--- config.mk ---
export PLATFORM = sky130hd
export DESIGN_NAME = frf_floppy_regs
export DESIGN_NICKNAME = d
export VERILOG_FILES = /design/src/include/frf_pkg.sv /design/src/hdl/frf_floppy_regs.sv
export SDC_FILE = /design/constraint.sdc
export NUM_CORES = 1
export LEC_CHECK = 0
export BUFFER_PORTS_ARGS = -buffer_cell sky130_fd_sc_hd__buf_2
export CAP_MARGIN = 20
export CORE_MARGIN = 2
export CORE_UTILIZATION = 40
export CTS_CLUSTER_SIZE = 14
export DETAILED_ROUTE_END_ITERATION = 8
export PLACE_DENSITY_LB_ADDON = 0.15
export SYNTH_ARGS = -nofsm -noshare
export SYNTH_HDL_FRONTEND = slang
export SYNTH_SLANG_ARGS = --single-unit
--- constraint.sdc ---
create_clock -name hclk -period 3.3 [get_ports hclk]
set_clock_uncertainty 0.15 [all_clocks]
set_input_delay 0.33 -clock hclk [delete_from_list [all_inputs] [get_ports hclk]]
set_output_delay 0.33 -clock hclk [all_outputs]
set_load 0.01 [all_outputs]
--- src/include/frf_pkg.sv ---
/*
 * Shared constants and types of the floppy rate, data port and result status slice.
 * Assumes a 25 MHz bus clock and a 32-bit AHB-Lite register bus; one register per word.
 */
package frf_pkg;

    // Register indices; the byte address of each register is four times its index.
    localparam int unsigned RATE_CTRL_INDEX = 4;
    localparam int unsigned DATA_PORT_INDEX = 5;
    localparam int unsigned IRQ_STATUS_INDEX = 8;
    localparam int unsigned IRQ_MASK_INDEX = 9;

    // Field positions of the rate and control register.
    localparam int unsigned SOFT_RESET_BIT = 7;
    localparam int unsigned LOW_POWER_BIT = 6;
    localparam int unsigned SHIFT_LSB = 2;
    localparam int unsigned RATE_LSB = 0;

    // Reset values of the rate and control fields.
    localparam logic [1:0] RATE_RESET = 2'h2;
    localparam logic [2:0] SHIFT_RESET = 3'h0;
    localparam logic LOW_POWER_RESET = 1'b0;

    // Write-shift and rate codes with a special meaning.
    localparam logic [2:0] SHIFT_DEFAULT_CODE = 3'h0;
    localparam logic [2:0] SHIFT_OFF_CODE = 3'h7;
    localparam logic [1:0] RATE_TOP_CODE = 2'h3;

    // Interrupt status bit positions and width.
    localparam int unsigned IRQ_RESULT_BIT = 0;
    localparam int unsigned IRQ_BAD_RATE_BIT = 1;
    localparam int unsigned IRQ_RESET_DONE_BIT = 2;
    localparam int unsigned IRQ_WIDTH = 3;

    // Timing: clock period and the length of a software reset.
    localparam int unsigned CLOCK_PERIOD_NS = 40;
    localparam int unsigned SOFT_RESET_NS = 400;
    localparam int unsigned SOFT_RESET_CYCLES =
        (SOFT_RESET_NS + CLOCK_PERIOD_NS - 1) / CLOCK_PERIOD_NS;

    // Write precompensation delays in picoseconds.
    localparam int unsigned SHIFT_STEP_PS = 41670;
    localparam int unsigned SHIFT_DEFAULT_LOW_PS = 125000;
    localparam int unsigned SHIFT_DEFAULT_TOP_PS = 20800;
    localparam int unsigned SHIFT_PS_WIDTH = 18;

    // Bit rates in kbit/s per rate code, MFM and FM.
    localparam int unsigned RATE_KBPS_WIDTH = 11;
    localparam logic [10:0] MFM_KBPS_0 = 11'h1F4;
    localparam logic [10:0] MFM_KBPS_1 = 11'h12C;
    localparam logic [10:0] MFM_KBPS_2 = 11'h0FA;
    localparam logic [10:0] MFM_KBPS_3 = 11'h3E8;
    localparam logic [10:0] FM_KBPS_0 = 11'h0FA;
    localparam logic [10:0] FM_KBPS_1 = 11'h096;
    localparam logic [10:0] FM_KBPS_2 = 11'h07D;
    localparam logic [10:0] FM_KBPS_3 = 11'h000;

    // Steps allowed before a missing track-zero counts as an equipment fault.
    localparam int unsigned TRACK_ZERO_STEP_LIMIT = 77;

    // Command ending codes.
    localparam logic [1:0] END_NORMAL = 2'h0;
    localparam logic [1:0] END_ABNORMAL = 2'h1;
    localparam logic [1:0] END_INVALID = 2'h2;
    localparam logic [1:0] END_POLLING = 2'h3;

    // What the sequencer reports when a command ends.
    typedef struct packed {
        logic [1:0] termination_code;
        logic positioning_done;
        logic head_number;
        logic [1:0] unit_select_code;
    } frf_end_type;

    // Result status register zero as it leaves the data port.
    typedef struct packed {
        logic [1:0] termination_code;
        logic positioning_done;
        logic equipment_fault;
        logic drive_not_prepared;
        logic head_number;
        logic [1:0] unit_select_code;
    } frf_sr0_type;

    // A captured AHB address phase.
    typedef struct packed {
        logic write;
        logic read;
        logic mapped;
        logic [5:0] index;
    } frf_req_type;

    typedef enum logic {
        FRF_RUN,
        FRF_RESETTING
    } frf_state_type;

endpackage

--- src/hdl/frf_floppy_regs.sv ---
/*
 * Register slice of a floppy controller: rate and control, main status, the byte-wide
 * command/result data port with its result stack, result status zero and an interrupt.
 * Assumes a single AHB-Lite master, a command sequencer on the same clock and
 * asynchronous drive pins that are synchronised here.
 */
// Chosen here: the AHB-Lite slave port.
// Summary of operation
// (RL1) Bit 7 resets controller, clears itself after.
// (RL2) Bit 6 enters low power, oscillator off.
// (RL3) Bits 4-2 select write precompensation delay.
// (RL4) Code 000 gives rate-dependent default delay.
// (RL5) Rate field resets to 10, encodes rates.
// (RL6) Commands, data and results use data port.
// (RL7) Four-entry result stack, one presented per access.
// (RL8) Data port buffer off until setup command.
// (RL9) Status zero bits 7-6 give ending.
// (RL10) Bit 5 set on positioning completion.
// (RL11) Bit 4 on fault or 77 steps.
// (RL12) Bit 3 reports drive not ready.
// (RL13) Bit 2 reports current head number.
// (RL14) Bits 1-0 report selected drive unit.
// (RL15) Reads at rate address return main status.
// (RL16) Status zero returned first in results.
`timescale 1ns/1ps
module frf_floppy_regs #(
    parameter int unsigned STACK_DEPTH = 4,
    parameter int unsigned STEP_LIMIT = frf_pkg::TRACK_ZERO_STEP_LIMIT
) (
    input wire logic hclk,
    input wire logic hresetn,
    input wire logic hsel,
    input wire logic [31:0] haddr,
    input wire logic [1:0] htrans,
    input wire logic hwrite,
    input wire logic [2:0] hsize,
    input wire logic [31:0] hwdata,
    input wire logic hready,
    output logic hreadyout,
    output logic hresp,
    output logic [31:0] hrdata,
    output logic irq,
    output logic [7:0] cmd_byte,
    output logic cmd_byte_valid,
    input wire logic [7:0] result_byte,
    input wire logic result_push,
    output logic result_ready,
    input wire logic command_end,
    input wire frf_pkg::frf_end_type end_info,
    input wire logic setup_command,
    input wire logic non_dma_mode,
    input wire logic controller_busy,
    input wire logic drive0_busy,
    input wire logic step_pulse,
    input wire logic recal_active,
    input wire logic fm_mode,
    input wire logic track_zero_input_n,
    input wire logic drive_fault,
    input wire logic drive_ready,
    output logic software_reset_pulse,
    output logic low_power_request,
    output logic osc_enable,
    output logic [17:0] write_shift_delay_ps,
    output logic [10:0] bit_rate_kbps,
    output logic fifo_enabled
);

    localparam int unsigned PTR_W = $clog2(STACK_DEPTH);
    localparam int unsigned CNT_W = PTR_W + 1;
    localparam int unsigned STEP_W = $clog2(STEP_LIMIT + 1);
    localparam int unsigned SRST_W = $clog2(frf_pkg::SOFT_RESET_CYCLES + 1);
    localparam int SRST_CY = frf_pkg::SOFT_RESET_CYCLES;
    localparam int unsigned IW = frf_pkg::IRQ_WIDTH;

    // Refuse a stack that the pointer arithmetic cannot wrap and a zero step limit.
    initial begin
        if (STACK_DEPTH < 2 || (1 << PTR_W) != STACK_DEPTH) begin
            $error("STACK_DEPTH must be a power of two of at least 2");
        end
        if (STEP_LIMIT < 1) begin
            $error("STEP_LIMIT must be at least 1");
        end
    end

    frf_pkg::frf_state_type state_q, state_d;
    frf_pkg::frf_req_type req_q;
    logic [SRST_W-1:0] srst_cnt_q;
    logic [2:0] shift_q;
    logic [1:0] rate_q;
    logic low_power_q;
    logic [IW-1:0] irq_status_q, irq_mask_q;
    logic [7:0] stack_q [STACK_DEPTH];
    logic [PTR_W-1:0] rd_ptr_q, wr_ptr_q;
    logic [CNT_W-1:0] count_q;
    logic [2:0] sync1_q, sync2_q;
    logic [STEP_W-1:0] step_cnt_q;
    logic ec_q;
    logic fifo_en_q;
    logic [31:0] hrdata_q;
    logic [7:0] cmd_byte_q;
    logic cmd_valid_q;
    logic [17:0] delay_q;
    logic [10:0] kbps_q;

    // Address phase decode; the slave never inserts wait states.
    wire take = hsel && hready && htrans[1];
    wire [5:0] addr_index = haddr[7:2];
    wire idx_rate = addr_index == 6'(frf_pkg::RATE_CTRL_INDEX);
    wire idx_data = addr_index == 6'(frf_pkg::DATA_PORT_INDEX);
    wire idx_irqs = addr_index == 6'(frf_pkg::IRQ_STATUS_INDEX);
    wire idx_mask = addr_index == 6'(frf_pkg::IRQ_MASK_INDEX);
    wire addr_mapped = haddr[31:8] == 24'h000000 && haddr[1:0] == 2'h0 &&
        (idx_rate || idx_data || idx_irqs || idx_mask);
    wire rd_take = take && !hwrite && addr_mapped;

    // Data phase write strobes.
    wire wr_phase = req_q.write && req_q.mapped;
    wire wr_rate = wr_phase && req_q.index == 6'(frf_pkg::RATE_CTRL_INDEX);
    wire wr_data = wr_phase && req_q.index == 6'(frf_pkg::DATA_PORT_INDEX);
    wire wr_irqs = wr_phase && req_q.index == 6'(frf_pkg::IRQ_STATUS_INDEX);
    wire wr_mask = wr_phase && req_q.index == 6'(frf_pkg::IRQ_MASK_INDEX);
    wire [7:0] wbyte = hwdata[7:0];
    wire running = state_q == frf_pkg::FRF_RUN;
    wire srst_req = wr_rate && wbyte[frf_pkg::SOFT_RESET_BIT];

    // Synchronised drive pins: bit 0 track zero (low active), 1 fault, 2 ready.
    wire track_zero_s = !sync2_q[0];
    wire fault_s = sync2_q[1];
    wire ready_s = sync2_q[2];

    // Track-zero watchdog during recalibration.
    wire steps_exhausted = step_cnt_q == STEP_W'(STEP_LIMIT);
    wire ec_now = fault_s || steps_exhausted;

    // Result status zero assembled from the sequencer's ending report, the equipment fault and the drive ready pin.
    frf_pkg::frf_sr0_type sr0;
    assign sr0.termination_code = end_info.termination_code; // see (RL9)
    assign sr0.positioning_done = end_info.positioning_done; // see (RL10)
    assign sr0.equipment_fault = ec_q || ec_now; // see (RL11)
    assign sr0.drive_not_prepared = !ready_s; // see (RL12)
    assign sr0.head_number = end_info.head_number; // see (RL13)
    assign sr0.unit_select_code = end_info.unit_select_code; // see (RL14)

    // Result stack control; status zero enters on command_end, while result_ready is held low for other result bytes.
    wire stack_full = count_q == CNT_W'(STACK_DEPTH);
    wire stack_empty = count_q == '0;
    wire push_sr0 = command_end && running && !stack_full; // see (RL16)
    wire push_res = result_push && result_ready;
    wire push = push_sr0 || push_res;
    wire [7:0] push_byte = push_sr0 ? sr0 : result_byte;
    wire pop = rd_take && idx_data && !stack_empty && running; // see (RL7)
    wire [7:0] pop_byte = stack_empty ? 8'h00 : stack_q[rd_ptr_q];
    assign result_ready = running && !stack_full && !command_end;

    // Main status: request, direction, mode, busy and drive 0 busy.
    wire [7:0] main_status = {running, !stack_empty, non_dma_mode, controller_busy,
        3'h0, drive0_busy};

    // Read data selection at the address phase.
    wire [31:0] read_word =
        !addr_mapped ? 32'h00000000 :
        idx_rate ? {24'h000000, main_status} : // see (RL15)
        idx_data ? {24'h000000, pop_byte} : // see (RL6)
        idx_irqs ? {{(32 - IW){1'b0}}, irq_status_q} :
        {{(32 - IW){1'b0}}, irq_mask_q};

    // Interrupt events and their sticky status; a set beats a same-cycle clear.
    wire bad_rate = fm_mode && rate_q == frf_pkg::RATE_TOP_CODE;
    wire reset_done = !running && srst_cnt_q == '0;
    logic [IW-1:0] irq_event;
    assign irq_event[frf_pkg::IRQ_RESULT_BIT] = push_sr0;
    assign irq_event[frf_pkg::IRQ_BAD_RATE_BIT] = bad_rate;
    assign irq_event[frf_pkg::IRQ_RESET_DONE_BIT] = reset_done;
    wire [IW-1:0] irq_clear = wr_irqs ? hwdata[IW-1:0] : '0;
    wire [IW-1:0] irq_status_d = irq_event | (irq_status_q & ~irq_clear);
    assign irq = |(irq_status_q & irq_mask_q);

    // Precompensation delay and bit rate from the rate and control fields.
    wire [17:0] shift_default = rate_q == frf_pkg::RATE_TOP_CODE ?
        18'(frf_pkg::SHIFT_DEFAULT_TOP_PS) : 18'(frf_pkg::SHIFT_DEFAULT_LOW_PS);
    wire [17:0] shift_steps = 18'(shift_q * frf_pkg::SHIFT_STEP_PS);
    wire [17:0] delay_d =
        shift_q == frf_pkg::SHIFT_DEFAULT_CODE ? shift_default : // see (RL4)
        shift_q == frf_pkg::SHIFT_OFF_CODE ? 18'h00000 : shift_steps; // see (RL3)
    wire [10:0] mfm_kbps =
        rate_q == 2'h0 ? frf_pkg::MFM_KBPS_0 :
        rate_q == 2'h1 ? frf_pkg::MFM_KBPS_1 :
        rate_q == 2'h2 ? frf_pkg::MFM_KBPS_2 : frf_pkg::MFM_KBPS_3;
    wire [10:0] fm_kbps =
        rate_q == 2'h0 ? frf_pkg::FM_KBPS_0 :
        rate_q == 2'h1 ? frf_pkg::FM_KBPS_1 :
        rate_q == 2'h2 ? frf_pkg::FM_KBPS_2 : frf_pkg::FM_KBPS_3;
    wire [10:0] kbps_d = fm_mode ? fm_kbps : mfm_kbps; // see (RL5)

    // Soft reset sequencer state.
    always_comb begin
        state_d = state_q;
        unique case (state_q)
            frf_pkg::FRF_RUN: begin
                if (srst_req) begin
                    state_d = frf_pkg::FRF_RESETTING; // see (RL1)
                end
            end
            frf_pkg::FRF_RESETTING: begin
                if (srst_cnt_q == '0) begin
                    state_d = frf_pkg::FRF_RUN; // see (RL1)
                end
            end
        endcase
    end

    // Sequencer state and reset length counter.
    always_ff @(posedge hclk or negedge hresetn) begin
        if (!hresetn) begin
            state_q <= frf_pkg::FRF_RUN;
            srst_cnt_q <= '0;
        end else begin
            state_q <= state_d;
            if (running && srst_req) begin
                srst_cnt_q <= SRST_W'(frf_pkg::SOFT_RESET_CYCLES - 1);
            end else if (srst_cnt_q != '0) begin
                srst_cnt_q <= srst_cnt_q - 1'b1;
            end
        end
    end

    // Bus side: capture address phase, register read data and the written fields.
    always_ff @(posedge hclk or negedge hresetn) begin
        if (!hresetn) begin
            req_q <= '0;
            hrdata_q <= 32'h00000000;
            shift_q <= frf_pkg::SHIFT_RESET;
            rate_q <= frf_pkg::RATE_RESET;
            low_power_q <= frf_pkg::LOW_POWER_RESET;
            irq_mask_q <= '0;
            irq_status_q <= '0;
        end else begin
            req_q <= '{write: take && hwrite, read: take && !hwrite,
                mapped: addr_mapped, index: addr_index};
            if (rd_take) begin
                hrdata_q <= read_word;
            end
            if (wr_rate) begin
                low_power_q <= wbyte[frf_pkg::LOW_POWER_BIT]; // see (RL2)
                shift_q <= wbyte[frf_pkg::SHIFT_LSB +: 3]; // see (RL3)
                rate_q <= wbyte[frf_pkg::RATE_LSB +: 2]; // see (RL5)
            end
            if (wr_mask) begin
                irq_mask_q <= hwdata[IW-1:0];
            end
            irq_status_q <= irq_status_d;
        end
    end

    // Pin synchronisers.
    always_ff @(posedge hclk or negedge hresetn) begin
        if (!hresetn) begin
            sync1_q <= 3'h1;
            sync2_q <= 3'h1;
        end else begin
            sync1_q <= {drive_ready, drive_fault, track_zero_input_n};
            sync2_q <= sync1_q;
        end
    end

    // Step watchdog and latched equipment fault, held until the command ends.
    always_ff @(posedge hclk or negedge hresetn) begin
        if (!hresetn) begin
            step_cnt_q <= '0;
            ec_q <= 1'b0;
        end else if (!running) begin
            step_cnt_q <= '0;
            ec_q <= 1'b0;
        end else begin
            if (!recal_active || track_zero_s) begin
                step_cnt_q <= '0;
            end else if (step_pulse && !steps_exhausted) begin
                step_cnt_q <= step_cnt_q + 1'b1; // see (RL11)
            end
            ec_q <= ec_now || (ec_q && !command_end);
        end
    end

    // Stack entries, one write port per entry.
    for (genvar i = 0; i < STACK_DEPTH; i++) begin : g_entry
        always_ff @(posedge hclk or negedge hresetn) begin
            if (!hresetn) begin
                stack_q[i] <= 8'h00;
            end else if (push && wr_ptr_q == PTR_W'(i)) begin
                stack_q[i] <= push_byte;
            end
        end
    end

    // Stack pointers, buffer enable and outgoing command bytes.
    always_ff @(posedge hclk or negedge hresetn) begin
        if (!hresetn) begin
            rd_ptr_q <= '0;
            wr_ptr_q <= '0;
            count_q <= '0;
            fifo_en_q <= 1'b0;
            cmd_byte_q <= 8'h00;
            cmd_valid_q <= 1'b0;
        end else if (!running) begin
            rd_ptr_q <= '0;
            wr_ptr_q <= '0;
            count_q <= '0;
            fifo_en_q <= 1'b0; // see (RL8)
            cmd_valid_q <= 1'b0;
        end else begin
            rd_ptr_q <= rd_ptr_q + PTR_W'(pop);
            wr_ptr_q <= wr_ptr_q + PTR_W'(push);
            count_q <= count_q + CNT_W'(push) - CNT_W'(pop);
            fifo_en_q <= fifo_en_q || setup_command; // see (RL8)
            cmd_valid_q <= wr_data; // see (RL6)
            if (wr_data) begin
                cmd_byte_q <= wbyte;
            end
        end
    end

    // Registered rate outputs.
    always_ff @(posedge hclk or negedge hresetn) begin
        if (!hresetn) begin
            delay_q <= 18'(frf_pkg::SHIFT_DEFAULT_LOW_PS);
            kbps_q <= frf_pkg::MFM_KBPS_2;
        end else begin
            delay_q <= delay_d;
            kbps_q <= kbps_d;
        end
    end

    // Output drive.
    assign hreadyout = 1'b1;
    assign hresp = 1'b0;
    assign hrdata = hrdata_q;
    assign cmd_byte = cmd_byte_q;
    assign cmd_byte_valid = cmd_valid_q;
    assign software_reset_pulse = !running; // see (RL1)
    assign low_power_request = low_power_q; // see (RL2)
    assign osc_enable = !low_power_q; // see (RL2)
    assign write_shift_delay_ps = delay_q;
    assign bit_rate_kbps = kbps_q;
    assign fifo_enabled = fifo_en_q;
endmodule

Yosys cells after proc, flatten, opt, wreduce, memory -nomap -nowiden:

Index checks and enable logic that the tools add are counted.

* bits in registers: 148
* output and inout port bits: 78
* logic and storage cells: 152

* add/sub/neg operators: 6
* multiply operators: 1
* magnitude comparators: 1
* equal/unequal tests: 17
* mux-type cells: 34
* bitwise operators: 6
* reductions and logical operators: 60

Operators by type and width (count)
* 8-bit 2-to-1 mux: 9
* 10-bit 2-to-1 mux: 4
* 18-bit 2-to-1 mux: 2
* 1-bit logical AND: 30
* 7-bit 2-to-1 mux: 4
* 6-bit by 3-bit == test with 1-bit output, second input constant: 4
* 6-bit by 4-bit == test with 1-bit output, second input constant: 4
* 24-bit zero test: 1
* 3-bit by 15-bit multiplier with 17-bit output, second input constant: 1
* 17-bit 2-to-1 mux: 1
* 8-bit binary-select mux with 2-bit select: 1
* 1-bit zero test: 9
* 1-bit logical OR: 9
* 3-bit 2-to-1 mux: 3
* 2-bit == test, second input constant: 4
* 4-bit 2-to-1 mux: 2
* 7-bit by 1-bit adder with 7-bit output, second input constant: 1
* 7-bit == test, second input constant: 1
* 3-bit AND: 2
* 3-bit == test, second input constant: 2
* 2-bit zero test: 3
* 3-bit zero test: 2
* 1-bit 2-to-1 mux: 5
* 2-bit by 1-bit adder with 2-bit output: 2
* 17 further kinds: 19

Depth between registers and ports, before layout:

Gate-level depths: netlist of the first run.

* depth after elaboration: 11
* depth in mapped cells: 11
* gate-level depth less buffers: 11

Worst setup path after synthesis of the first run:

OpenSTA, ideal clock, no wires.

* kind: input to register
* start: input port haddr[8]
* end: register count_q[2]
* library setup time: 0.133 ns
* data arrival time: 3.201 ns
* setup slack: -0.184 ns
* stages on the path: 11
* path buffers: 0
* cell sequence: or4_4 or4_4 or4b_4 nor4_2 ha_1 inv_1 ha_1 inv_1 fa_1 xnor2_1 nor2_1

* word-level cells in the longest chain between the ends: 9

Ends and longest elaborated chain
* from (decl): RTL line frf_floppy_regs.sv:33 `input wire logic [31:0] haddr,`
* 24-bit zero test: RTL line frf_floppy_regs.sv:112 `wire addr_mapped = haddr[31:8] == 24'h000000 && haddr[1:0] == 2'h0 &&`
* 1-bit logical AND (2 in series): RTL line frf_floppy_regs.sv:112
* 1-bit logical AND: RTL line frf_floppy_regs.sv:114 `wire rd_take = take && !hwrite && addr_mapped;`
* 1-bit logical AND (3 in series): RTL line frf_floppy_regs.sv:151 `wire pop = rd_take && idx_data && !stack_empty && running;`
* 3-bit by 1-bit subtractor with 3-bit output: RTL line frf_floppy_regs.sv:313 `count_q <= count_q + CNT_W'(push) - CNT_W'(pop);`
* 3-bit 2-to-1 mux: RTL line frf_floppy_regs.sv:304 `end else if (!running) begin`
* to (signal assigned): RTL line frf_floppy_regs.sv:313
* to (decl): RTL line frf_floppy_regs.sv:94 `logic [CNT_W-1:0] count_q;`

Every way passes these cells.
A chain may end at the register's enable or synchronous reset.

Worst setup path after layout of the first run:

* start: input port haddr[8]
* end: register count_q[1]

The elaborated chain is that of the path after synthesis.

==> impl_metrics.py, run 1 <==
metrics = {
    "yosys": {
        "yosysSeqAreaShare_pct": 53.8,
        "synth-edff-count": 0,
        "synth_warnings": 0,
        "synth_top_cell_by_area": "dfrtp_1",
        "postSynth.asyncResetShare_pct": 100,
        "synth_area_leaders": "dfrtp_1 46%, dfstp_2 7.4%, ha_1 5.3%",
        "syn_avg_cell_area_um2": 11.2,
        "ys.flop_type": "dfrtp_1",
        "synth_top_cell_area_share_pct": 46.5,
        "synth_area_um2": 5710,
        "syn_inst": 509,
        "synth-seq-cells": 122,
        "synth_cell_types": 56,
    },
    "critical_path": {
        "critPathTopFamily": "simple AND/OR/NAND/NOR gates",
        "end_kind": "flip-flop",
        "cp-start-kind": "input pin",
        "worstPathRequired_ns": 3.45,
        "crit_fanout": 2,
        "worstPathBufferInverterCount": 3,
        "cp_slowest_cell": "or4_4",
        "arrival_ns": 3.35,
        "criticalPathCategory": "in2reg",
        "path_cells": "buf_2 -> or4_4 -> or4_4 -> or4b_4 -> nor4_4 -> ha_1 -> inv_1 -> ha_1 -> inv_1 -> fa_2 -> nor2_1",
        "cp_slowest_stage_delay_ns": 0.53,
    },
    "clock_network": {
        "numCtsBuffers": 17,
        "cts-htree-levels": 4,
        "cts_tree": "built",
        "clkTransAtPathRegs_ns": 0.05,
        "clk_latency_ns": 0.41,
        "clockRootBuffer": "clkbuf_16",
        "cts_buffer_depth": 2,
        "clock_sinks": 122,
    },
    "routing": {
        "vias": 4111,
        "drc": 0,
        "ant_nets": 0,
        "vias_per_cell": 4.88,
        "drt_wl_total_um": 12300,
        "drt_pre_antenna_iters": 4,
        "drt_iter0_drc": 151,
        "wl_per_cell_um": 14.6,
    },
    "min_path": {
        "min_path_type": "in2reg",
    },
    "sta": {
        "tightestPinTransition_ns": 0.741,
        "final_hold_viol_count": 0,
        "slew_violations": 0,
        "fin_setup_tns_ns": 0,
        "min_period_over_period_pct": 97.0,
        "whs_ns": 0.0220,
        "maxSlewHeadroom_pct": 50.6,
        "final-setup-viol-count": 0,
        "fmax_mhz": 313,
        "layout_min_cycle_time_ns": 3.20,
        "rsz0062_at_grt": "false",
    },
    "global_routing": {
        "grt_start_max_net_pins": 59,
        "grt_pass1_vias": 4024,
        "grt_remaining_overflow": 0,
        "grt_pass1_wl_um": 20000,
        "track_usage_pct": 17.2,
        "antenna_found_initial": 0,
    },
    "pwr": {
        "leakagePower_nw": 3.50,
        "ir_drop_mv": 0.405,
        "p_per_area_nw_per_um2": 693,
        "finalPower_w": 0.00507,
    },
    "floorplan": {
        "die_h_um": 123,
        "die_w_um": 123,
        "initial_core_util_pct": 41.0,
        "fp.coreArea_um2": 13900,
        "die_area_um2": 15200,
        "row_count": 43,
        "num_io_pins": 178,
    },
    "cells_and_area": {
        "utilization_pct": 52.5,
        "nFillCells": 1273,
        "area_growth_pct": 28.1,
        "multiInputGateArea_um2": 2400,
        "final_nets": 776,
        "seqCellArea_um2": 3070,
        "drive_gt1_share_pct": 33.5,
        "antenna_cells": 0,
    },
    "place": {
        "gp_congestion": 0.778,
        "io_buffers": 121,
        "hpwlAfterDp_um": 8670,
    },
    "flow_run": {
        "cap_viol_max_count": 0,
    },
    "outcome": {
        "status": "finished clean",
    },
}
[power by group]
part | switching, W | internal [W] | leakage (nW)
Combinational | 0.000502 | 0.000443 | 1.70
Sequential | 0.000157 | 0.00179 | 1.46
Clock | 0.000659 | 0.00152 | 0.343
[worst reg2reg max path, delay by kind of cell, from the launching register on]
kind	cells	cell delay (ns)
flip-flops	1	0.44
adder cells (fa/ha/maj)	3	0.95
buffers and inverters	2	0.11
AND/OR/NAND/NOR	3	0.71
[path summary, 6_finish.rpt]
path	start	end	slack [ns]	cells past startpoint
max in group asynchronous	hresetn	rate_q[1]$_DFFE_PN1P_	1.73	3
max reg2reg	count_q[1]$_DFF_PN0_	count_q[1]$_DFF_PN0_	0.84	8
min in group asynchronous	hresetn	write_shift_delay_ps[12]$_DFF_PN0_	0.38	2
min	hwdata[7]	cmd_byte[7]$_DFFE_PN0P_	0.02	2
max	haddr[8]	count_q[1]$_DFF_PN0_	0.10	11
min reg2reg	sync1_q[2]$_DFF_PN0_	sync2_q[2]$_DFF_PN0_	0.20	0
[cell type report]
class	instances	share of cell area, %
sequential	122	42.0
clock inverter	10	2.87
inverter	24	1.23
timing repair buffer	141	11.3
multi-input combinational	344	32.8
tap	180	3.08
clock buffer	22	6.76
[synthesized netlist by cell type (3+ instances only)]
| cell | count |
|---|---|
| nor4_1 | 7 |
| dfrtp_1 | 106 |
| clkbuf_1 | 13 |
| nor3_1 | 10 |
| nor2b_1 | 8 |
| and3_1 | 4 |
| mux2_2 | 24 |
| a31oi_1 | 3 |
| ha_1 | 24 |
| o21ai_1 | 6 |
| xor2_1 | 6 |
| dfstp_2 | 16 |
| a22oi_1 | 4 |
| buf_4 | 29 |
| mux4_2 | 8 |
| xnor2_1 | 7 |
| nor3b_1 | 4 |
| nand3b_1 | 5 |
| mux2i_1 | 8 |
| nor2_1 | 63 |
| and2_1 | 5 |
| a21o_1 | 3 |
| o21ai_0 | 6 |
| nand2_1 | 32 |
| nand4_1 | 3 |
| or3_1 | 3 |
| a21oi_1 | 40 |
| inv_1 | 24 |
[repair_timing]
| item | CTS | global route |
|---|---|---|
| endpoints found under the setup margin | 0 | 2 |
| resized for setup | 0 | 7 |
| hold endpoints to repair | 54 | 0 |
| hold buffers | 13 | 0 |
| setup buffers | 0 | 1 |
[placed cells by master (no fill, tap or decap), types with 9 or more instances in the layout]
master           n
buf_2          116
dfrtp_1        106
nor2_1          63
a21oi_1         40
nand2_1         32
conb_1          28
inv_1           24
mux2_2          24
ha_1            24
clkbuf_16       17
dfstp_2         16
buf_4           11
nor3_1          10
dlygate4sd3_1    9
[logic make-up after synthesis]
kind of cell | count (synthesis) | synth area share (%)
AND/OR/NAND/NOR | 160 | 14.2
multiplexers | 40 | 9.29
AO/OA/AOI/OAI | 77 | 8.02
other | 2 | 0.132
flip-flops | 122 | 53.8
adder cells (fa/ha/maj) | 26 | 5.96
buffers and inverters | 69 | 6.58
XOR/XNOR | 13 | 1.99
[state kept, by name (all words and copies together), names as in the netlist]
name / count
count_q: 3
sync2_q: 3
stack_q: 32
srst_cnt_q: 4
irq_status_q: 3
rd_ptr_q: 2
bit_rate_kbps: 10
low_power_request: 1
step_cnt_q: 7
shift_q: 3
hrdata: 8
wr_ptr_q: 2
req_q: 8
ec_q: 1
rate_q: 2
cmd_byte_valid: 1
software_reset_pulse: 1
sync1_q: 3
cmd_byte: 8
fifo_enabled: 1
write_shift_delay_ps: 16
irq_mask_q: 3
[per-layer routing]
metal	up-vias	wire length (µm)	track usage [%]
met1	2007	5390	22.0
met5	-	0	0
li1	1985	-	-
met3	15	557	4.80
met2	104	6200	27.8
met4	0	165	6.75
[metrics by stage]
stage,worst slack (ns),instance area [µm²],cells
after floorplan,-0.0595,5820,535
after global placement,-0.186,6460,801
after detailed placement,-0.246,6460,801
after CTS,0.0514,7290,846
after global routing,0.0208,7310,843
final,0.100,7310,843
No activity file was read; power rests on OpenSTA's default activity.
==> inputs of run 2 (changes only) <==
CORE_MARGIN = unset   (was 2)
CORE_UTILIZATION = 51   (was 40)
==> run 2 against run 1 <==
  * First-iteration DRC count is 1.3% lower
  * Sequential share of layout area is 0.17 points lower
  * Setup slack better by 0.028 ns
  * Clock power is 9.6% lower
  * Cell count is 2.3% lower
  * Register-to-register slack worse by 0.03 ns
  * Global-route usage is 5.4 points higher
  * Utilization is 15 points higher
  * Worst hold slack better by 0.0079 ns
  * Power is 3.9% lower
  * Sequential power hardly changed
  * Maximum frequency is 0.88% higher
  * Largest cell class unchanged
==> impl_metrics.py, run 2 (synthesized netlist as in run 1, its figures left out) <==
metrics = {
    "sta": {
        "slew_violations": 0,
        "fin_setup_tns_ns": 0,
        "worst_slack_ns": 0.128,
        "final-setup-viol-count": 0,
        "tightestPinTransition_ns": 0.895,
        "fmax_mhz": 315,
        "whs_ns": 0.0299,
        "layout_min_cycle_time_ns": 3.17,
        "min_period_over_period_pct": 96.1,
        "final_hold_viol_count": 0,
        "rsz0062_at_grt": "false",
        "maxSlewHeadroom_pct": 40.3,
    },
    "clock_network": {
        "clk_latency_ns": 0.52,
        "numCtsBuffers": 17,
        "cts_buffer_depth": 2,
        "cts_tree": "built",
        "cts-htree-levels": 4,
        "clock_sinks": 122,
        "clkTransAtPathRegs_ns": 0.06,
        "cts_setup_buffers": 0,
        "clockRootBuffer": "clkbuf_8",
    },
    "cells_and_area": {
        "area_growth_pct": 28.6,
        "drive_gt1_share_pct": 32.6,
        "final_cell_mix": "120 x buf_2, 106 x dfrtp_1, 63 x nor2_1",
        "regMostFlops": "stack_q",
        "layout.cells.most_common": "buf_2",
        "antenna_cells": 0,
        "largest_reg_flops": 32,
        "final_nets": 797,
        "nFillCells": 827,
        "utilization_pct": 67.4,
    },
    "routing": {
        "drt_pre_antenna_iters": 4,
        "drc": 0,
        "drt_wl_total_um": 11900,
        "ant_nets": 0,
        "vias": 4172,
        "wl_per_cell_um": 14.5,
        "drt_iter0_drc": 149,
        "vias_per_cell": 5.06,
    },
    "min_path": {
        "whs_path_depth": 3,
        "whs_endpoint": "stack_q[30]$_DFFE_PN0P_",
        "hold_path_startpoint": "result_byte[6]",
        "min_path_type": "in2reg",
    },
    "floorplan": {
        "die_area_um2": 11600,
        "die_h_um": 108,
        "row_count": 38,
        "die_w_um": 108,
        "initial_core_util_pct": 52.4,
        "fp.coreArea_um2": 10900,
        "num_io_pins": 178,
    },
    "pwr": {
        "p_per_area_nw_per_um2": 663,
        "ir_drop_mv": 0.387,
        "leakagePower_nw": 3.51,
    },
    "critical_path": {
        "end_kind": "flip-flop",
        "worstPathRequired_ns": 3.55,
        "worstReg2RegEnd": "count_q[1]$_DFF_PN0_",
        "r2r_slack_ns": 0.81,
        "cp-start-kind": "input pin",
        "arrival_ns": 3.42,
        "worstRegToRegCells": 8,
        "crit_fanout": 5,
        "timing.rr.start": "count_q[1]$_DFF_PN0_",
        "criticalPathCategory": "in2reg",
    },
    "global_routing": {
        "gr-usage-met2_pct": 37.3,
        "grt_pass1_vias": 4215,
        "grt_busiest_layer": "met2",
        "grt_pass1_wl_um": 19700,
        "grt_remaining_overflow": 0,
        "track_usage_pct": 22.7,
        "antenna_found_initial": 0,
        "grt_util_met3_pct": 5.87,
        "grt.met1_usage_pct": 27.7,
        "grt_start_max_net_pins": 72,
    },
    "outcome": {
        "status": "finished clean",
    },
    "flow_run": {
        "cap_viol_max_count": 0,
    },
    "place": {
        "gp_congestion": 0.822,
        "dp_slack_ns": -0.216,
        "io_buffers": 121,
        "hpwlAfterDp_um": 8150,
    },
}
## run 2: what timing repair did
| item | CTS | global route |
|---|---|---|
| resized for setup | 0 | 1 |
| hold buffers | 31 | 0 |
| endpoints found under the hold margin | 109 | 0 |
| setup endpoints to repair | 0 | 2 |
## run 2: cell type report
class	instances	area [µm²]	share of cell area, %
clock buffer	20	435	5.93
inverter	24	90.1	1.23
tap	140	175	2.39
clock inverter	12	196	2.68
sequential	122	3070	41.9
timing repair buffer	162	991	13.5
multi-input combinational	344	2380	32.4
## run 2: critical path: stages
cell and delay, ns:
dlygate4sd3_1 0.54, buf_2 0.15, xnor2_1 0.15, or4_4 0.43
or4b_4 0.52, nor4_4 0.24, ha_1 0.27, inv_1 0.05
ha_1 0.13, inv_1 0.05, fa_2 0.51, nor2_1 0.04
## run 2: metrics by stage
step / power, W / cell area (µm²) / cells
CTS: 0.00490 / 7340 / 825
floorplan: 0.00260 / 5820 / 535
detailed placement: 0.00288 / 6400 / 762
global placement: 0.00283 / 6400 / 762
global route: 0.00514 / 7340 / 824
finish: 0.00487 / 7340 / 824
## run 2: where the power goes
group	switching (W)	total (W)	leakage, nW	internal, W
sequential	0.000153	0.00194	1.46	0.00179
clock	0.000649	0.00197	0.301	0.00132
combinational	0.000505	0.000961	1.75	0.000456
total	0.00131	0.00487	3.51	0.00356
## run 2: layer usage
metal | wire length (µm) | up-vias | part of all wire (%)
met5 | 0 | - | 0
met4 | 225 | 0 | 1.9
met3 | 507 | 20 | 4.3
met2 | 6060 | 112 | 51
met1 | 5120 | 2017 | 43
li1 | - | 2023 | -
## run 2: how the worst max path moves through the flow
stage                   start                   end  slack [ns]  cells past startpoint
floorplan            haddr[8]  count_q[1]$_DFF_PN0_       -0.06                     10
global placement     haddr[8]  count_q[1]$_DFF_PN0_       -0.18                     11
detailed placement   haddr[8]  count_q[1]$_DFF_PN0_       -0.22                     11
CTS                 haddr[27]  count_q[1]$_DFF_PN0_        0.08                     13
global route         haddr[4]  count_q[1]$_DFF_PN0_        0.01                     12
finish               haddr[5]  count_q[1]$_DFF_PN0_        0.13                     12
